--- config.mk ---
export PLATFORM = sky130hd
export DESIGN_NAME = dwp_top
export DESIGN_NICKNAME = d
export VERILOG_FILES = /design/src/dwp_pkg.sv /design/src/dwp_top.sv /design/src/dwp_wait_unit.sv
export SDC_FILE = /design/constraint.sdc
export NUM_CORES = 2
export LEC_CHECK = 0
export ABC_AREA = 1
export BUFFER_PORTS_ARGS = -buffer_cell sky130_fd_sc_hd__buf_2
export CAP_MARGIN = 5
export CELL_PAD_IN_SITES_DETAIL_PLACEMENT = 0
export CELL_PAD_IN_SITES_GLOBAL_PLACEMENT = 2
export CORE_MARGIN = 5
export CORE_UTILIZATION = 30
export DETAILED_ROUTE_END_ITERATION = 6
export GPL_ROUTABILITY_DRIVEN = 0
export PLACE_DENSITY = 0.86
export RECOVER_POWER = 100
export SLEW_MARGIN = 20
export SYNTH_ARGS = -nofsm -noshare
export SYNTH_HDL_FRONTEND = slang
export SYNTH_SLANG_ARGS = --single-unit
--- constraint.sdc ---
create_clock -name core_clk -period 3.8 [get_ports core_clk]
set_input_delay 0.57 -clock core_clk [delete_from_list [all_inputs] [get_ports core_clk]]
set_output_delay 0.57 -clock core_clk [all_outputs]
set_load 0.01 [all_outputs]
--- src/dwp_pkg.sv ---
// Shared constants, register map and carrier types of the digital wait port.
// Assumes a single 125 MHz core clock and a word-only AHB-Lite master.
package dwp_pkg;

  // ----------------------------------------------------------------------
  // Line and group geometry
  // ----------------------------------------------------------------------
  localparam int LINES_PER_GROUP = 8;
  localparam int CONN0_GROUPS    = 2;
  localparam int CONNX_GROUPS    = 5;
  localparam int NUM_GROUPS      = CONN0_GROUPS + 2 * CONNX_GROUPS;
  localparam int NUM_LINES       = NUM_GROUPS * LINES_PER_GROUP;
  localparam int CONN1_BASE      = CONN0_GROUPS * LINES_PER_GROUP;
  localparam int CONN2_BASE      = CONN1_BASE + CONNX_GROUPS * LINES_PER_GROUP;
  localparam int NUM_TRIG        = 8;
  localparam int LINE_IDX_W      = 7;
  localparam int GROUP_IDX_W     = 4;
  localparam int TIMEOUT_W       = 32;
  localparam int ADDR_W          = 8;

  // ----------------------------------------------------------------------
  // Register map and fields
  // ----------------------------------------------------------------------
  localparam logic [ADDR_W-1:0] REG_PORT_CTRL  = 8'h00;
  localparam logic [ADDR_W-1:0] REG_LINE_CTRL  = 8'h04;
  localparam logic [ADDR_W-1:0] REG_TRIG_CTRL  = 8'h08;
  localparam logic [ADDR_W-1:0] REG_ARB_MODE   = 8'h0C;
  localparam logic [ADDR_W-1:0] REG_WAIT_CTRL  = 8'h10;
  localparam logic [ADDR_W-1:0] REG_WAIT_TMO   = 8'h14;
  localparam logic [ADDR_W-1:0] REG_IRQ_STATUS = 8'h18;
  localparam logic [ADDR_W-1:0] REG_IRQ_MASK   = 8'h1C;

  localparam int PC_DATA_LSB  = 0;
  localparam int PC_EN_LSB    = 8;
  localparam int PC_OUT_LSB   = 16;
  localparam int PC_IDX_LSB   = 24;
  localparam int LC_VAL_BIT   = 8;
  localparam int LC_EN_BIT    = 9;
  localparam int LC_IN_BIT    = 10;
  localparam int TC_EN_LSB    = 8;
  localparam int TC_STAR_BIT  = 16;
  localparam int TC_STEN_BIT  = 17;
  localparam int TC_REF_BIT   = 24;
  localparam int WC_KIND_LSB  = 8;
  localparam int WC_BUSY_BIT  = 16;
  localparam int WC_TO_BIT    = 17;
  localparam int IRQ_HIT_BIT  = 0;
  localparam int IRQ_TO_BIT   = 1;
  localparam int IRQ_W        = 2;

  localparam logic [TIMEOUT_W-1:0] TMO_RESET = 32'h0000_0000;
  localparam logic [1:0]           HTRANS_NONSEQ = 2'h2;
  localparam logic                 HRESP_OKAY    = 1'b0;

  // ----------------------------------------------------------------------
  // Types
  // ----------------------------------------------------------------------
  typedef enum logic [2:0] {
    WAIT_ANY  = 3'h0,
    WAIT_FALL = 3'h1,
    WAIT_RISE = 3'h2,
    WAIT_HIGH = 3'h3,
    WAIT_LOW  = 3'h4
  } dwp_wait_e;

  typedef enum logic [1:0] {
    ST_IDLE = 2'b01,
    ST_WAIT = 2'b10
  } dwp_wstate_e;

  typedef struct packed {
    dwp_wait_e             kind;
    logic [TIMEOUT_W-1:0]  timeout;
  } dwp_wait_req_s;

  typedef struct packed {
    logic busy;
    logic done;
    logic timedOut;
  } dwp_wait_rsp_s;

endpackage

--- src/dwp_top.sv ---
// Digital line and eight-line group I/O with arbitration and wait engine.
// Assumes synchronous field inputs and an AHB-Lite master of word accesses.
//
// The implementer's own choices: register access over AHB-Lite and the address map.
`timescale 1ns/10ps
// Summary of operation
// - Lines are grouped eight to a group; a group access moves eight lines.
// - Connector 0 has two groups; connectors 1 and 2 five each, LSB lowest.
// - Any-edge wait stalls until the line changes either way or times out.
// - Timeout zero ends at once, negative waits forever, positive counts ticks.
// - Falling-edge wait stalls until the line goes high to low.
// - Rising-edge wait stalls until the line goes low to high.
// - High-level wait completes once the line is high, even at once.
// - Low-level wait completes once the line is low, even at once.
// - The timeout counts device clock cycles.
// - Every line and trigger has own value and enable; driven only if enabled.
// - Access by several parties is arbitrated, mode chosen per group.
// - Reference lock never changes the device clock frequency.
// - Reference clock is a read-only input with no output path.
module dwp_top
  import dwp_pkg::*;
(
  input  wire logic                  core_clk,
  input  wire logic                  rst,
  input  wire logic                  hsel,
  input  wire logic [ADDR_W-1:0]     haddr,
  input  wire logic [1:0]            htrans,
  input  wire logic                  hwrite,
  input  wire logic [2:0]            hsize,
  input  wire logic [31:0]           hwdata,
  input  wire logic                  hready,
  output logic                       hreadyout,
  output logic                       hresp,
  output logic [31:0]                hrdata,
  input  wire logic [NUM_LINES-1:0]  lineIn,
  output logic [NUM_LINES-1:0]       lineOut,
  output logic [NUM_LINES-1:0]       lineOe,
  input  wire logic [NUM_LINES-1:0]  userOut,
  input  wire logic [NUM_LINES-1:0]  userOe,
  input  wire logic [NUM_GROUPS-1:0] userReq,
  input  wire logic [NUM_TRIG-1:0]   trigIn,
  output logic [NUM_TRIG-1:0]        trigOut,
  output logic [NUM_TRIG-1:0]        trigOe,
  input  wire logic                  starIn,
  output logic                       starOut,
  output logic                       starOe,
  input  wire logic                  refClkIn,
  output logic                       waitBusy,
  output logic                       waitDone,
  output logic                       waitTimedOut,
  output logic                       irq
);

  // ----------------------------------------------------------------------
  // Bus slave phases
  // ----------------------------------------------------------------------
  logic              accept;
  logic              wrPend;
  logic              rdPend;
  logic [ADDR_W-1:0] wrAddr;
  logic [ADDR_W-1:0] rdAddr;
  logic [31:0]       rdMux;

  assign accept = hsel && htrans[1] && hready;

  always_ff @(posedge core_clk) begin
    if (rst) begin
      wrPend    <= 1'b0;
      rdPend    <= 1'b0;
      wrAddr    <= '0;
      rdAddr    <= '0;
      hreadyout <= 1'b1;
      hresp     <= HRESP_OKAY;
      hrdata    <= '0;
    end else begin
      wrPend    <= accept && hwrite;
      rdPend    <= accept && !hwrite;
      hreadyout <= !(accept && !hwrite);
      hresp     <= HRESP_OKAY;
      if (accept) begin
        wrAddr <= haddr;
        rdAddr <= haddr;
      end
      if (rdPend) hrdata <= rdMux;
    end
  end

  // ----------------------------------------------------------------------
  // Write decode
  // ----------------------------------------------------------------------
  logic                   wPort;
  logic                   wLine;
  logic                   wTrig;
  logic                   wArb;
  logic                   wWait;
  logic                   wTmo;
  logic                   wStat;
  logic                   wMask;
  logic [GROUP_IDX_W-1:0] wGroup;
  logic [LINE_IDX_W-1:0]  wLineIdx;
  logic                   groupOk;
  logic                   lineOk;
  logic                   kindOk;
  dwp_wait_e              wKind;

  assign wPort    = wrPend && (wrAddr == REG_PORT_CTRL);
  assign wLine    = wrPend && (wrAddr == REG_LINE_CTRL);
  assign wTrig    = wrPend && (wrAddr == REG_TRIG_CTRL);
  assign wArb     = wrPend && (wrAddr == REG_ARB_MODE);
  assign wWait    = wrPend && (wrAddr == REG_WAIT_CTRL);
  assign wTmo     = wrPend && (wrAddr == REG_WAIT_TMO);
  assign wStat    = wrPend && (wrAddr == REG_IRQ_STATUS);
  assign wMask    = wrPend && (wrAddr == REG_IRQ_MASK);
  assign wGroup   = hwdata[PC_IDX_LSB +: GROUP_IDX_W];
  assign wLineIdx = hwdata[LINE_IDX_W-1:0];
  assign groupOk  = (32'(wGroup) < NUM_GROUPS);
  assign lineOk   = (32'(wLineIdx) < NUM_LINES);
  assign wKind    = dwp_wait_e'(hwdata[WC_KIND_LSB +: 3]);
  assign kindOk   = (hwdata[WC_KIND_LSB +: 3] <= WAIT_LOW);

  // ----------------------------------------------------------------------
  // Software output registers
  // ----------------------------------------------------------------------
  logic [NUM_LINES-1:0]   busOut;
  logic [NUM_LINES-1:0]   busOe;
  logic [GROUP_IDX_W-1:0] groupSel;
  logic [LINE_IDX_W-1:0]  lineSel;
  logic [NUM_GROUPS-1:0]  arbMode;
  logic [LINE_IDX_W-1:0]  groupBase;
  logic [LINE_IDX_W-1:0]  selBase;

  // Group g holds lines 8g..8g+7, lowest line in the LSB
  assign groupBase = {wGroup, 3'b000};
  assign selBase   = {groupSel, 3'b000};

  always_ff @(posedge core_clk) begin
    if (rst) begin
      busOut   <= '0;
      busOe    <= '0;
      groupSel <= '0;
      lineSel  <= '0;
      arbMode  <= '0;
    end else begin
      if (wPort && groupOk) begin
        groupSel <= wGroup;
        busOut[groupBase +: LINES_PER_GROUP] <= hwdata[PC_DATA_LSB +: 8];
        busOe[groupBase +: LINES_PER_GROUP]  <= hwdata[PC_EN_LSB +: 8];
      end
      if (wLine && lineOk) begin
        lineSel          <= wLineIdx;
        busOut[wLineIdx] <= hwdata[LC_VAL_BIT];
        busOe[wLineIdx]  <= hwdata[LC_EN_BIT];
      end
      if (wArb) arbMode <= hwdata[NUM_GROUPS-1:0];
    end
  end

  // ----------------------------------------------------------------------
  // Per-group arbitration and line drivers
  // ----------------------------------------------------------------------
  logic [NUM_GROUPS-1:0] userWins;
  logic [NUM_LINES-1:0]  drvOut;
  logic [NUM_LINES-1:0]  drvOe;

  genvar g;
  generate
    for (g = 0; g < NUM_GROUPS; g++) begin : g_group
      // Mode 1 lets a requesting user own the group, mode 0 keeps software
      assign userWins[g] = arbMode[g] && userReq[g];
      assign drvOut[g*8 +: 8] = userWins[g] ? userOut[g*8 +: 8]
                                            : busOut[g*8 +: 8];
      assign drvOe[g*8 +: 8]  = userWins[g] ? userOe[g*8 +: 8]
                                            : busOe[g*8 +: 8];
    end
  endgenerate

  always_ff @(posedge core_clk) begin
    if (rst) begin
      lineOut <= '0;
      lineOe  <= '0;
    end else begin
      lineOut <= drvOut;
      lineOe  <= drvOe;
    end
  end

  // ----------------------------------------------------------------------
  // Triggers, star and reference
  // ----------------------------------------------------------------------
  logic refSample;

  always_ff @(posedge core_clk) begin
    if (rst) begin
      trigOut   <= '0;
      trigOe    <= '0;
      starOut   <= 1'b0;
      starOe    <= 1'b0;
      refSample <= 1'b0;
    end else begin
      // Reference only sampled as data; core clock stays as it is
      refSample <= refClkIn;
      if (wTrig) begin
        trigOut <= hwdata[NUM_TRIG-1:0];
        trigOe  <= hwdata[TC_EN_LSB +: NUM_TRIG];
        starOut <= hwdata[TC_STAR_BIT];
        // Star enable left to software; must stay low in slot two
        starOe  <= hwdata[TC_STEN_BIT];
      end
    end
  end

  // ----------------------------------------------------------------------
  // Wait engine
  // ----------------------------------------------------------------------
  logic [LINE_IDX_W-1:0] waitLine;
  logic                  waitStart;
  dwp_wait_req_s         waitReq;
  dwp_wait_rsp_s         waitRsp;

  always_ff @(posedge core_clk) begin
    if (rst) begin
      waitLine  <= '0;
      waitStart <= 1'b0;
      waitReq   <= '{kind: WAIT_ANY, timeout: TMO_RESET};
    end else begin
      waitStart <= 1'b0;
      if (wTmo && !waitRsp.busy) waitReq.timeout <= hwdata;
      if (wWait && lineOk && kindOk && !waitRsp.busy && !waitStart) begin
        waitLine     <= wLineIdx;
        waitReq.kind <= wKind;
        waitStart    <= 1'b1;
      end
    end
  end

  dwp_wait_unit u_wait (
    .core_clk   (core_clk),
    .rst        (rst),
    .start      (waitStart),
    .req        (waitReq),
    .lineSample (lineIn[waitLine]),
    .rsp        (waitRsp)
  );

  // ----------------------------------------------------------------------
  // Interrupts
  // ----------------------------------------------------------------------
  logic [IRQ_W-1:0] irqStatus;
  logic [IRQ_W-1:0] irqMask;
  logic [IRQ_W-1:0] irqSet;
  logic [IRQ_W-1:0] irqClr;

  assign irqSet[IRQ_HIT_BIT] = waitRsp.done && !waitRsp.timedOut;
  assign irqSet[IRQ_TO_BIT]  = waitRsp.done && waitRsp.timedOut;
  assign irqClr = wStat ? hwdata[IRQ_W-1:0] : '0;

  always_ff @(posedge core_clk) begin
    if (rst) begin
      irqStatus    <= '0;
      irqMask      <= '0;
      irq          <= 1'b0;
      waitBusy     <= 1'b0;
      waitDone     <= 1'b0;
      waitTimedOut <= 1'b0;
    end else begin
      // Set beats a same-cycle clear
      irqStatus    <= (irqStatus & ~irqClr) | irqSet;
      irq          <= |(irqStatus & irqMask);
      waitBusy     <= waitRsp.busy || waitStart;
      waitDone     <= waitRsp.done;
      waitTimedOut <= waitRsp.timedOut;
      if (wMask) irqMask <= hwdata[IRQ_W-1:0];
    end
  end

  // ----------------------------------------------------------------------
  // Read mux
  // ----------------------------------------------------------------------
  always_comb begin
    rdMux = '0;
    unique case (rdAddr)
      REG_PORT_CTRL: begin
        rdMux[PC_DATA_LSB +: 8] = lineIn[selBase +: 8];
        rdMux[PC_EN_LSB +: 8]   = busOe[selBase +: 8];
        rdMux[PC_OUT_LSB +: 8]  = busOut[selBase +: 8];
        rdMux[PC_IDX_LSB +: GROUP_IDX_W] = groupSel;
      end
      REG_LINE_CTRL: begin
        rdMux[LINE_IDX_W-1:0] = lineSel;
        rdMux[LC_VAL_BIT]     = busOut[lineSel];
        rdMux[LC_EN_BIT]      = busOe[lineSel];
        rdMux[LC_IN_BIT]      = lineIn[lineSel];
      end
      REG_TRIG_CTRL: begin
        rdMux[NUM_TRIG-1:0]           = trigIn;
        rdMux[TC_EN_LSB +: NUM_TRIG]  = trigOe;
        rdMux[TC_STAR_BIT]            = starIn;
        rdMux[TC_STEN_BIT]            = starOe;
        rdMux[TC_REF_BIT]             = refSample;
      end
      REG_ARB_MODE:   rdMux[NUM_GROUPS-1:0] = arbMode;
      REG_WAIT_CTRL: begin
        rdMux[LINE_IDX_W-1:0]  = waitLine;
        rdMux[WC_KIND_LSB +: 3] = waitReq.kind;
        rdMux[WC_BUSY_BIT]      = waitRsp.busy || waitStart;
        rdMux[WC_TO_BIT]        = waitRsp.timedOut;
      end
      REG_WAIT_TMO:   rdMux = waitReq.timeout;
      REG_IRQ_STATUS: rdMux[IRQ_W-1:0] = irqStatus;
      REG_IRQ_MASK:   rdMux[IRQ_W-1:0] = irqMask;
      default:        rdMux = '0;
    endcase
  end
endmodule

--- src/dwp_wait_unit.sv ---
// Edge and level wait engine with a tick-counted timeout.
// Assumes the request stays stable while busy and the line is synchronous.
`timescale 1ns/10ps
module dwp_wait_unit
  import dwp_pkg::*;
(
  input  wire logic          core_clk,
  input  wire logic          rst,
  input  wire logic          start,
  input  wire dwp_wait_req_s req,
  input  wire logic          lineSample,
  output dwp_wait_rsp_s      rsp
);

  dwp_wstate_e          state;
  dwp_wstate_e          next_state;
  dwp_wait_e            kind;
  logic                 prevLevel;
  logic [TIMEOUT_W-1:0] remain;
  logic                 hit;
  logic                 expired;
  logic                 unlimited;

  function automatic logic waitHit(input dwp_wait_e k, input logic prv,
                                   input logic cur);
    unique case (k)
      WAIT_ANY:  waitHit = prv ^ cur;
      WAIT_FALL: waitHit = prv & ~cur;
      WAIT_RISE: waitHit = ~prv & cur;
      WAIT_HIGH: waitHit = cur;
      WAIT_LOW:  waitHit = ~cur;
      default:   waitHit = 1'b0;
    endcase
  endfunction

  assign hit       = (state == ST_WAIT) && waitHit(kind, prevLevel, lineSample);
  assign unlimited = remain[TIMEOUT_W-1];
  assign expired   = (state == ST_WAIT) && !unlimited && (remain == '0);

  always_comb begin
    next_state = state;
    unique case (state)
      ST_IDLE: if (start) next_state = ST_WAIT;
      ST_WAIT: if (hit || expired) next_state = ST_IDLE;
      default: next_state = ST_IDLE;
    endcase
  end

  always_ff @(posedge core_clk) begin
    if (rst) begin
      state     <= ST_IDLE;
      kind      <= WAIT_ANY;
      prevLevel <= 1'b0;
      remain    <= TMO_RESET;
      rsp       <= '0;
    end else begin
      state     <= next_state;
      prevLevel <= lineSample;
      rsp.busy  <= (next_state == ST_WAIT);
      rsp.done  <= hit || expired;
      if (start && state == ST_IDLE) begin
        kind         <= req.kind;
        remain       <= req.timeout;
        rsp.timedOut <= 1'b0;
      end else if (state == ST_WAIT) begin
        if (hit || expired) rsp.timedOut <= !hit;
        if (!unlimited && remain != '0) remain <= remain - 1'b1;
      end
    end
  end

  // ----------------------------------------------------------------------
  // Checks
  // ----------------------------------------------------------------------
  logic [TIMEOUT_W-1:0] waitCycles;
  logic [TIMEOUT_W-1:0] initTmo;

  always_ff @(posedge core_clk) begin
    if (rst) begin
      waitCycles <= '0;
      initTmo    <= '0;
    end else if (start && state == ST_IDLE) begin
      waitCycles <= '0;
      initTmo    <= req.timeout;
    end else if (state == ST_WAIT) begin
      waitCycles <= waitCycles + 1'b1;
    end
  end
endmodule

* Word level (Yosys, flattened, before mapping)
Index checks and enable logic that the tools add are counted.
** Word-level totals
- Register bits after elaboration :: 561
- Input port bits :: 360
- Output and inout port bits :: 248
- Word-level logic and storage cells :: 194
** Cells by class
- Add/subtract/negate cells :: 2
- Magnitude comparators :: 7
- Eq/ne operators :: 14
- Shift operators :: 6
- Mux-type cells :: 64
- Bitwise operators :: 9
- Reductions and logical operators :: 58
** Operators by type and width (number)
- $mux 96 :: 6
- $bwmux 96 :: 4
- $shiftx 96x8->8 :: 3
- $mux 8 :: 24
- $shiftx 8x9->96 :: 2
- $mux 32 :: 3
- $shift 8x9->96 const A :: 1
- $logic_and 1x1->1 :: 39
- $eq 8x5->1 const B :: 4
- $logic_not 32->1 :: 1
- $reduce_bool 32->1 :: 1
- $sub 32x1->32 const B :: 1
- $pmux 5 s6 :: 1
- $bmux 1 s7 :: 4
- $lt 7x8->1 const B :: 3
- $pmux 3 s6 :: 1
- $eq 8x4->1 const B :: 2
- $pmux 2 s8 :: 1
- $pmux 4 s3 :: 1
- $pmux 6 s2 :: 1
- $neg 7->9 :: 1
- $eq 8x3->1 const B :: 1
- $logic_not 8->1 :: 1
- $pmux 1 s4 :: 2
- other kinds (30) :: 52

* Longest topological paths before layout
- Depth in word-level cells :: 10
- Mapped depth :: 25
- Depth with buffers taken out :: 22

* Hierarchy
Synthesis repeated with hierarchy kept, for this count alone.
** Unflattened totals
- Cells, all modules :: 4701
- Area total of the unflattened synthesis :: 30445.4 um^2
** Modules (own cells, without submodules)
- dwp_top :: times used 1, cells an instance 4195, area an instance 27438.8 um^2, sequential area each 10410.0 um^2
- dwp_wait_unit :: times used 1, cells an instance 506, area an instance 3006.6 um^2, sequential area each 820.8 um^2

* Worst setup path after synthesis
OpenSTA, ideal clock, no wires.
- Kind :: in2reg
- Start point :: in hwdata[24]
- End point :: reg busOe[34]
- Library setup time :: 132 ps
- Arrival :: 2945 ps
- Data required time :: 3668 ps
- Path slack :: 723 ps
- Stages on the path :: 15
- Buffers on the path :: 5
- Cells stage by stage :: buf_2 inv_2 clkbuf_1 clkbuf_1 ha_1 clkbuf_1 nor2_2 inv_2 nor2_1 inv_1 nor2_2 buf_4 nand2_1 o221ai_1 a21oi_1
** Between the ends
- Cells in the longest elaborated chain, start to end :: 7
- Elaborated cells between the ends (all ways) :: 10
- Those cells by class :: add/sub: 1; order compare: 1; shift: 2; mux: 5; reduce/logical: 1
** RTL lines
- start, declared :: RTL line dwp_top.sv:30 : input wire logic [31:0] hwdata,
- $neg 7->9 :: RTL line dwp_top.sv:147 : busOe[groupBase +: LINES_PER_GROUP] <= hwdata[PC_EN_LSB +: 8];
- $shiftx 8x9->96 / $shift 8x9->96 (equally long branches) :: RTL line dwp_top.sv:147
- $bwmux 96 :: RTL line dwp_top.sv:147
- $mux 96 * :: RTL line dwp_top.sv:144 : if (wPort && groupOk) begin
- $mux 96 * :: RTL line dwp_top.sv:137 : if (rst) begin
- $bwmux 96 :: RTL line dwp_top.sv:152 : busOe[wLineIdx] <= hwdata[LC_EN_BIT];
- $mux 96 * :: RTL line dwp_top.sv:149 : if (wLine && lineOk) begin
- end signal, assigned by index :: RTL line dwp_top.sv:147
- end signal, assigned by index :: RTL line dwp_top.sv:152
- end, declared :: RTL line dwp_top.sv:125 : logic [NUM_LINES-1:0] busOe;
Mark *: on every way between the ends. The rest lies on a longest branch, timed or not. The select of a mux whose other input is x is not followed.
A chain may end at the register's enable or synchronous reset.

* Worst setup path in the final report
- Start point :: reg groupSel[0]
- End point :: reg hrdata[1]
** Between the ends
- Cells in the longest elaborated chain, start to end :: 2
** RTL lines
- start, declared :: RTL line dwp_top.sv:126 : logic [GROUP_IDX_W-1:0] groupSel;
- start signal, assigned :: RTL line dwp_top.sv:145 : groupSel <= wGroup;
- $shiftx 96x8->8 :: RTL line dwp_top.sv:283 : rdMux[PC_DATA_LSB +: 8] = lineIn[selBase +: 8];
- $pmux 2 s8 :: RTL line dwp_top.sv:281 : unique case (rdAddr)
- end signal, assigned :: RTL line dwp_top.sv:84 : if (rdPend) hrdata <= rdMux;
- end, declared :: RTL line dwp_top.sv:34 : output logic [31:0] hrdata,
No other way between the ends.

==> results.yml <==
clock_network:
  htreeDepth: 3
  holdBufCountCts: 0
  post_cts_resized: 0
  cts.sinks: 561
  post_cts_buffers: 0
  clk_pin_slew_ps: 60
  cts_buffers: 72
  clock-root-buffer: "clkbuf_16"
  cts_tree: "done"
  clk_path_buf_depth: 3
  clkLatencyLatePin_ps: 660
floorplanning:
  core_area_um2: 98600
  rows: 115
  initial_utilization_pct: 30.2
  boundaryPins: 608
  die_y_um: 325
  dieArea_um2: 106000
  fp.dieW_um: 325
critical_path:
  endpoint_kind: "flip-flop"
  crit_fanout: 30
  crit_required_ps: 4350
  start_kind: "flip-flop"
  crit_type: "flip-flop to flip-flop"
  crit_arrival_ps: 4090
logic_synthesis:
  synth_nets: 4802
  async_flop_share_pct: 0
  synth-seq-cells: 561
  synth_area_um2: 29800
  yosys_warnings: 0
  synth_edf_count: 0
  syn_inst: 4434
  ys.flop_type: "dfxtp_1"
  avgSynthCellArea_um2: 6.72
  synth-seq-area-share_pct: 37.7
  synth.distinct_cells: 56
pwr:
  max-vdd-ir-drop_mv: 0.276
  combPwrFrac_pct: 7.9
  total_power_uw: 14100
  internal_power_uw: 10400
  clockPowerShare_pct: 50.2
  p_sw_uw: 3740
  leakage_uw: 0.0136
  power_density_nw_per_um2: 389
  switching_share_pct: 26.5
  seq_power_share_pct: 41.8
final_layout:
  final_common_cell: "o21ai_0"
  nNetsFinal: 5288
  regArea_um2: 11200
  layout_common_cells: "o21ai_0, nand2_1, nor2_1"
  drive_gt1_share_pct: 13.4
  syn2layout_area_growth_pct: 21.7
  nFillCells: 10903
  multi_input_area_um2: 15900
grt:
  grt_pass1_vias: 32714
  met1_usage_pct: 39.8
  use_met2_pct: 46.8
  grt_use_total_pct: 30.4
  grt_max_degree: 112
  grt.met3_usage_pct: 6.63
  grt_overflow_total: 0
  top_usage_layer: "met2"
  grt_pass1_wl_mm: 239
  antenna_found_initial: 19
timing:
  max_slew.worst_pin.slew_ps: 2290
  rsz0062_at_grt: "no"
  fin_crit_ps: 3540
  slew_violations: 70
  fmax_mhz: 282
  whs_ps: 113
  fin_skew_ps: 43.4
  fin_crit_sh_pct: 93.2
  setup_ws_ps: 259
  setup_viol: 0
  fin_setup_tns_ps: 0
  hold_viol: 0
  relSlewSlack_pct: -53.0
status:
  violations: "max-capacitance violations, max-slew violations"
  status: "complete, but fails checks"
routing:
  drt-vias-per-instance: 5.67
  drc: 0
  vias: 35513
  wirelength_mm: 171
  avgRoutedWirePerCell_um: 27.3
  ant_nets: 0
  drt-initial-drc-count: 4672
  dr.pass1.iters: 7
place:
  place_ws_ps: 617
  portBuffers: 602
  hpwl_mm: 128
job:
  drv_cap: 2
worst_hold_path:
  hold_path.class: "input port to flip-flop"
## power by group through the flow
stage	Combinational, uW	Clock [uW]	Sequential (uW)
after CTS	1100	7150	5910
after detailed placement	1090	0	6040
after global routing	1170	7370	5900
after floorplan	472	0	6040
final	1120	7090	5910
after global placement	1100	0	6040
## final cells by class
type / count / share of cell area (%)
multi-input cells: 3204 / 43.7
flip-flops and latches: 561 / 31.0
repair buffers: 757 / 10.9
clock buffers: 97 / 5.59
well taps: 1287 / 4.44
inverters: 324 / 3.40
clock inverters: 30 / 0.934
diodes: 8 / 0.0552
## per-layer routing
metal	vias up	part of all wire, %
met5	-	0.036
met4	10	6.5
met3	479	10
met2	2164	43
met1	16603	40
li1	16257	-
## kinds of logic after synthesis
kind of cell    after synthesis  synth area share, %
fa+ha+maj                     8                0.336
xor+xnor                     26                0.789
simple gates               1604                 22.6
other cells                   1               0.0126
flops                       561                 37.7
buf+inv                     669                 8.94
compound gates             1565                 29.7
## synthesized netlist by cell type (31+ instances only)
library cell | instances | area [um2]
nor2_1 | 561 | 2110
o22ai_1 | 40 | 250
nor3_1 | 47 | 235
buf_2 | 40 | 200
o21ai_0 | 730 | 3650
o211ai_1 | 31 | 233
a21oi_1 | 495 | 2480
nand3_1 | 217 | 1090
clkbuf_1 | 274 | 1030
inv_1 | 294 | 1100
nand2_1 | 693 | 2600
dfxtp_1 | 561 | 11200
a311oi_1 | 121 | 1060
o221ai_1 | 35 | 307
## path summary, 6_finish.rpt
kind	start	endpoint	slack (ps)	cells after the start
max reg2reg	groupSel[0]$_SDFFE_PP0P_	hrdata[1]$_SDFFE_PP0P_	260	10
max	groupSel[0]$_SDFFE_PP0P_	hrdata[1]$_SDFFE_PP0P_	260	10
min reg2reg	rdAddr[1]$_SDFFE_PP0P_	rdAddr[1]$_SDFFE_PP0P_	450	2
min	hwrite	rdPend$_SDFF_PP0_	110	2
## critical path, stage by stage, from the launching register on
cell	delay (ps)
dfxtp_4	440
inv_1	950
clkbuf_2	690
o21ai_0	160
o22ai_1	300
nand2_1	90
nand3_1	220
nand2_1	90
o2111ai_1	120
o21ai_0	150
a21oi_1	160
## state kept, by name (all words and copies together) (netlist names), 4 cells and up
signal	flops
waitReq	35
arbMode	12
trigOe	8
lineOut	96
trigOut	8
hrdata	32
lineOe	96
waitLine	7
rdAddr	8
groupSel	4
busOe	96
busOut	96
u_wait.remain	32
lineSel	7
## per-stage QoR
stage	utilization, %	cells	cell area [um2]
detailed placement	34.8	6133	34300
CTS	37.2	6260	36700
global placement	34.8	6133	34300
finish	36.8	6268	36300
floorplan	-	4434	29800
global route	36.8	6261	36300
Note: power is estimated with default switching activity, not from simulation.
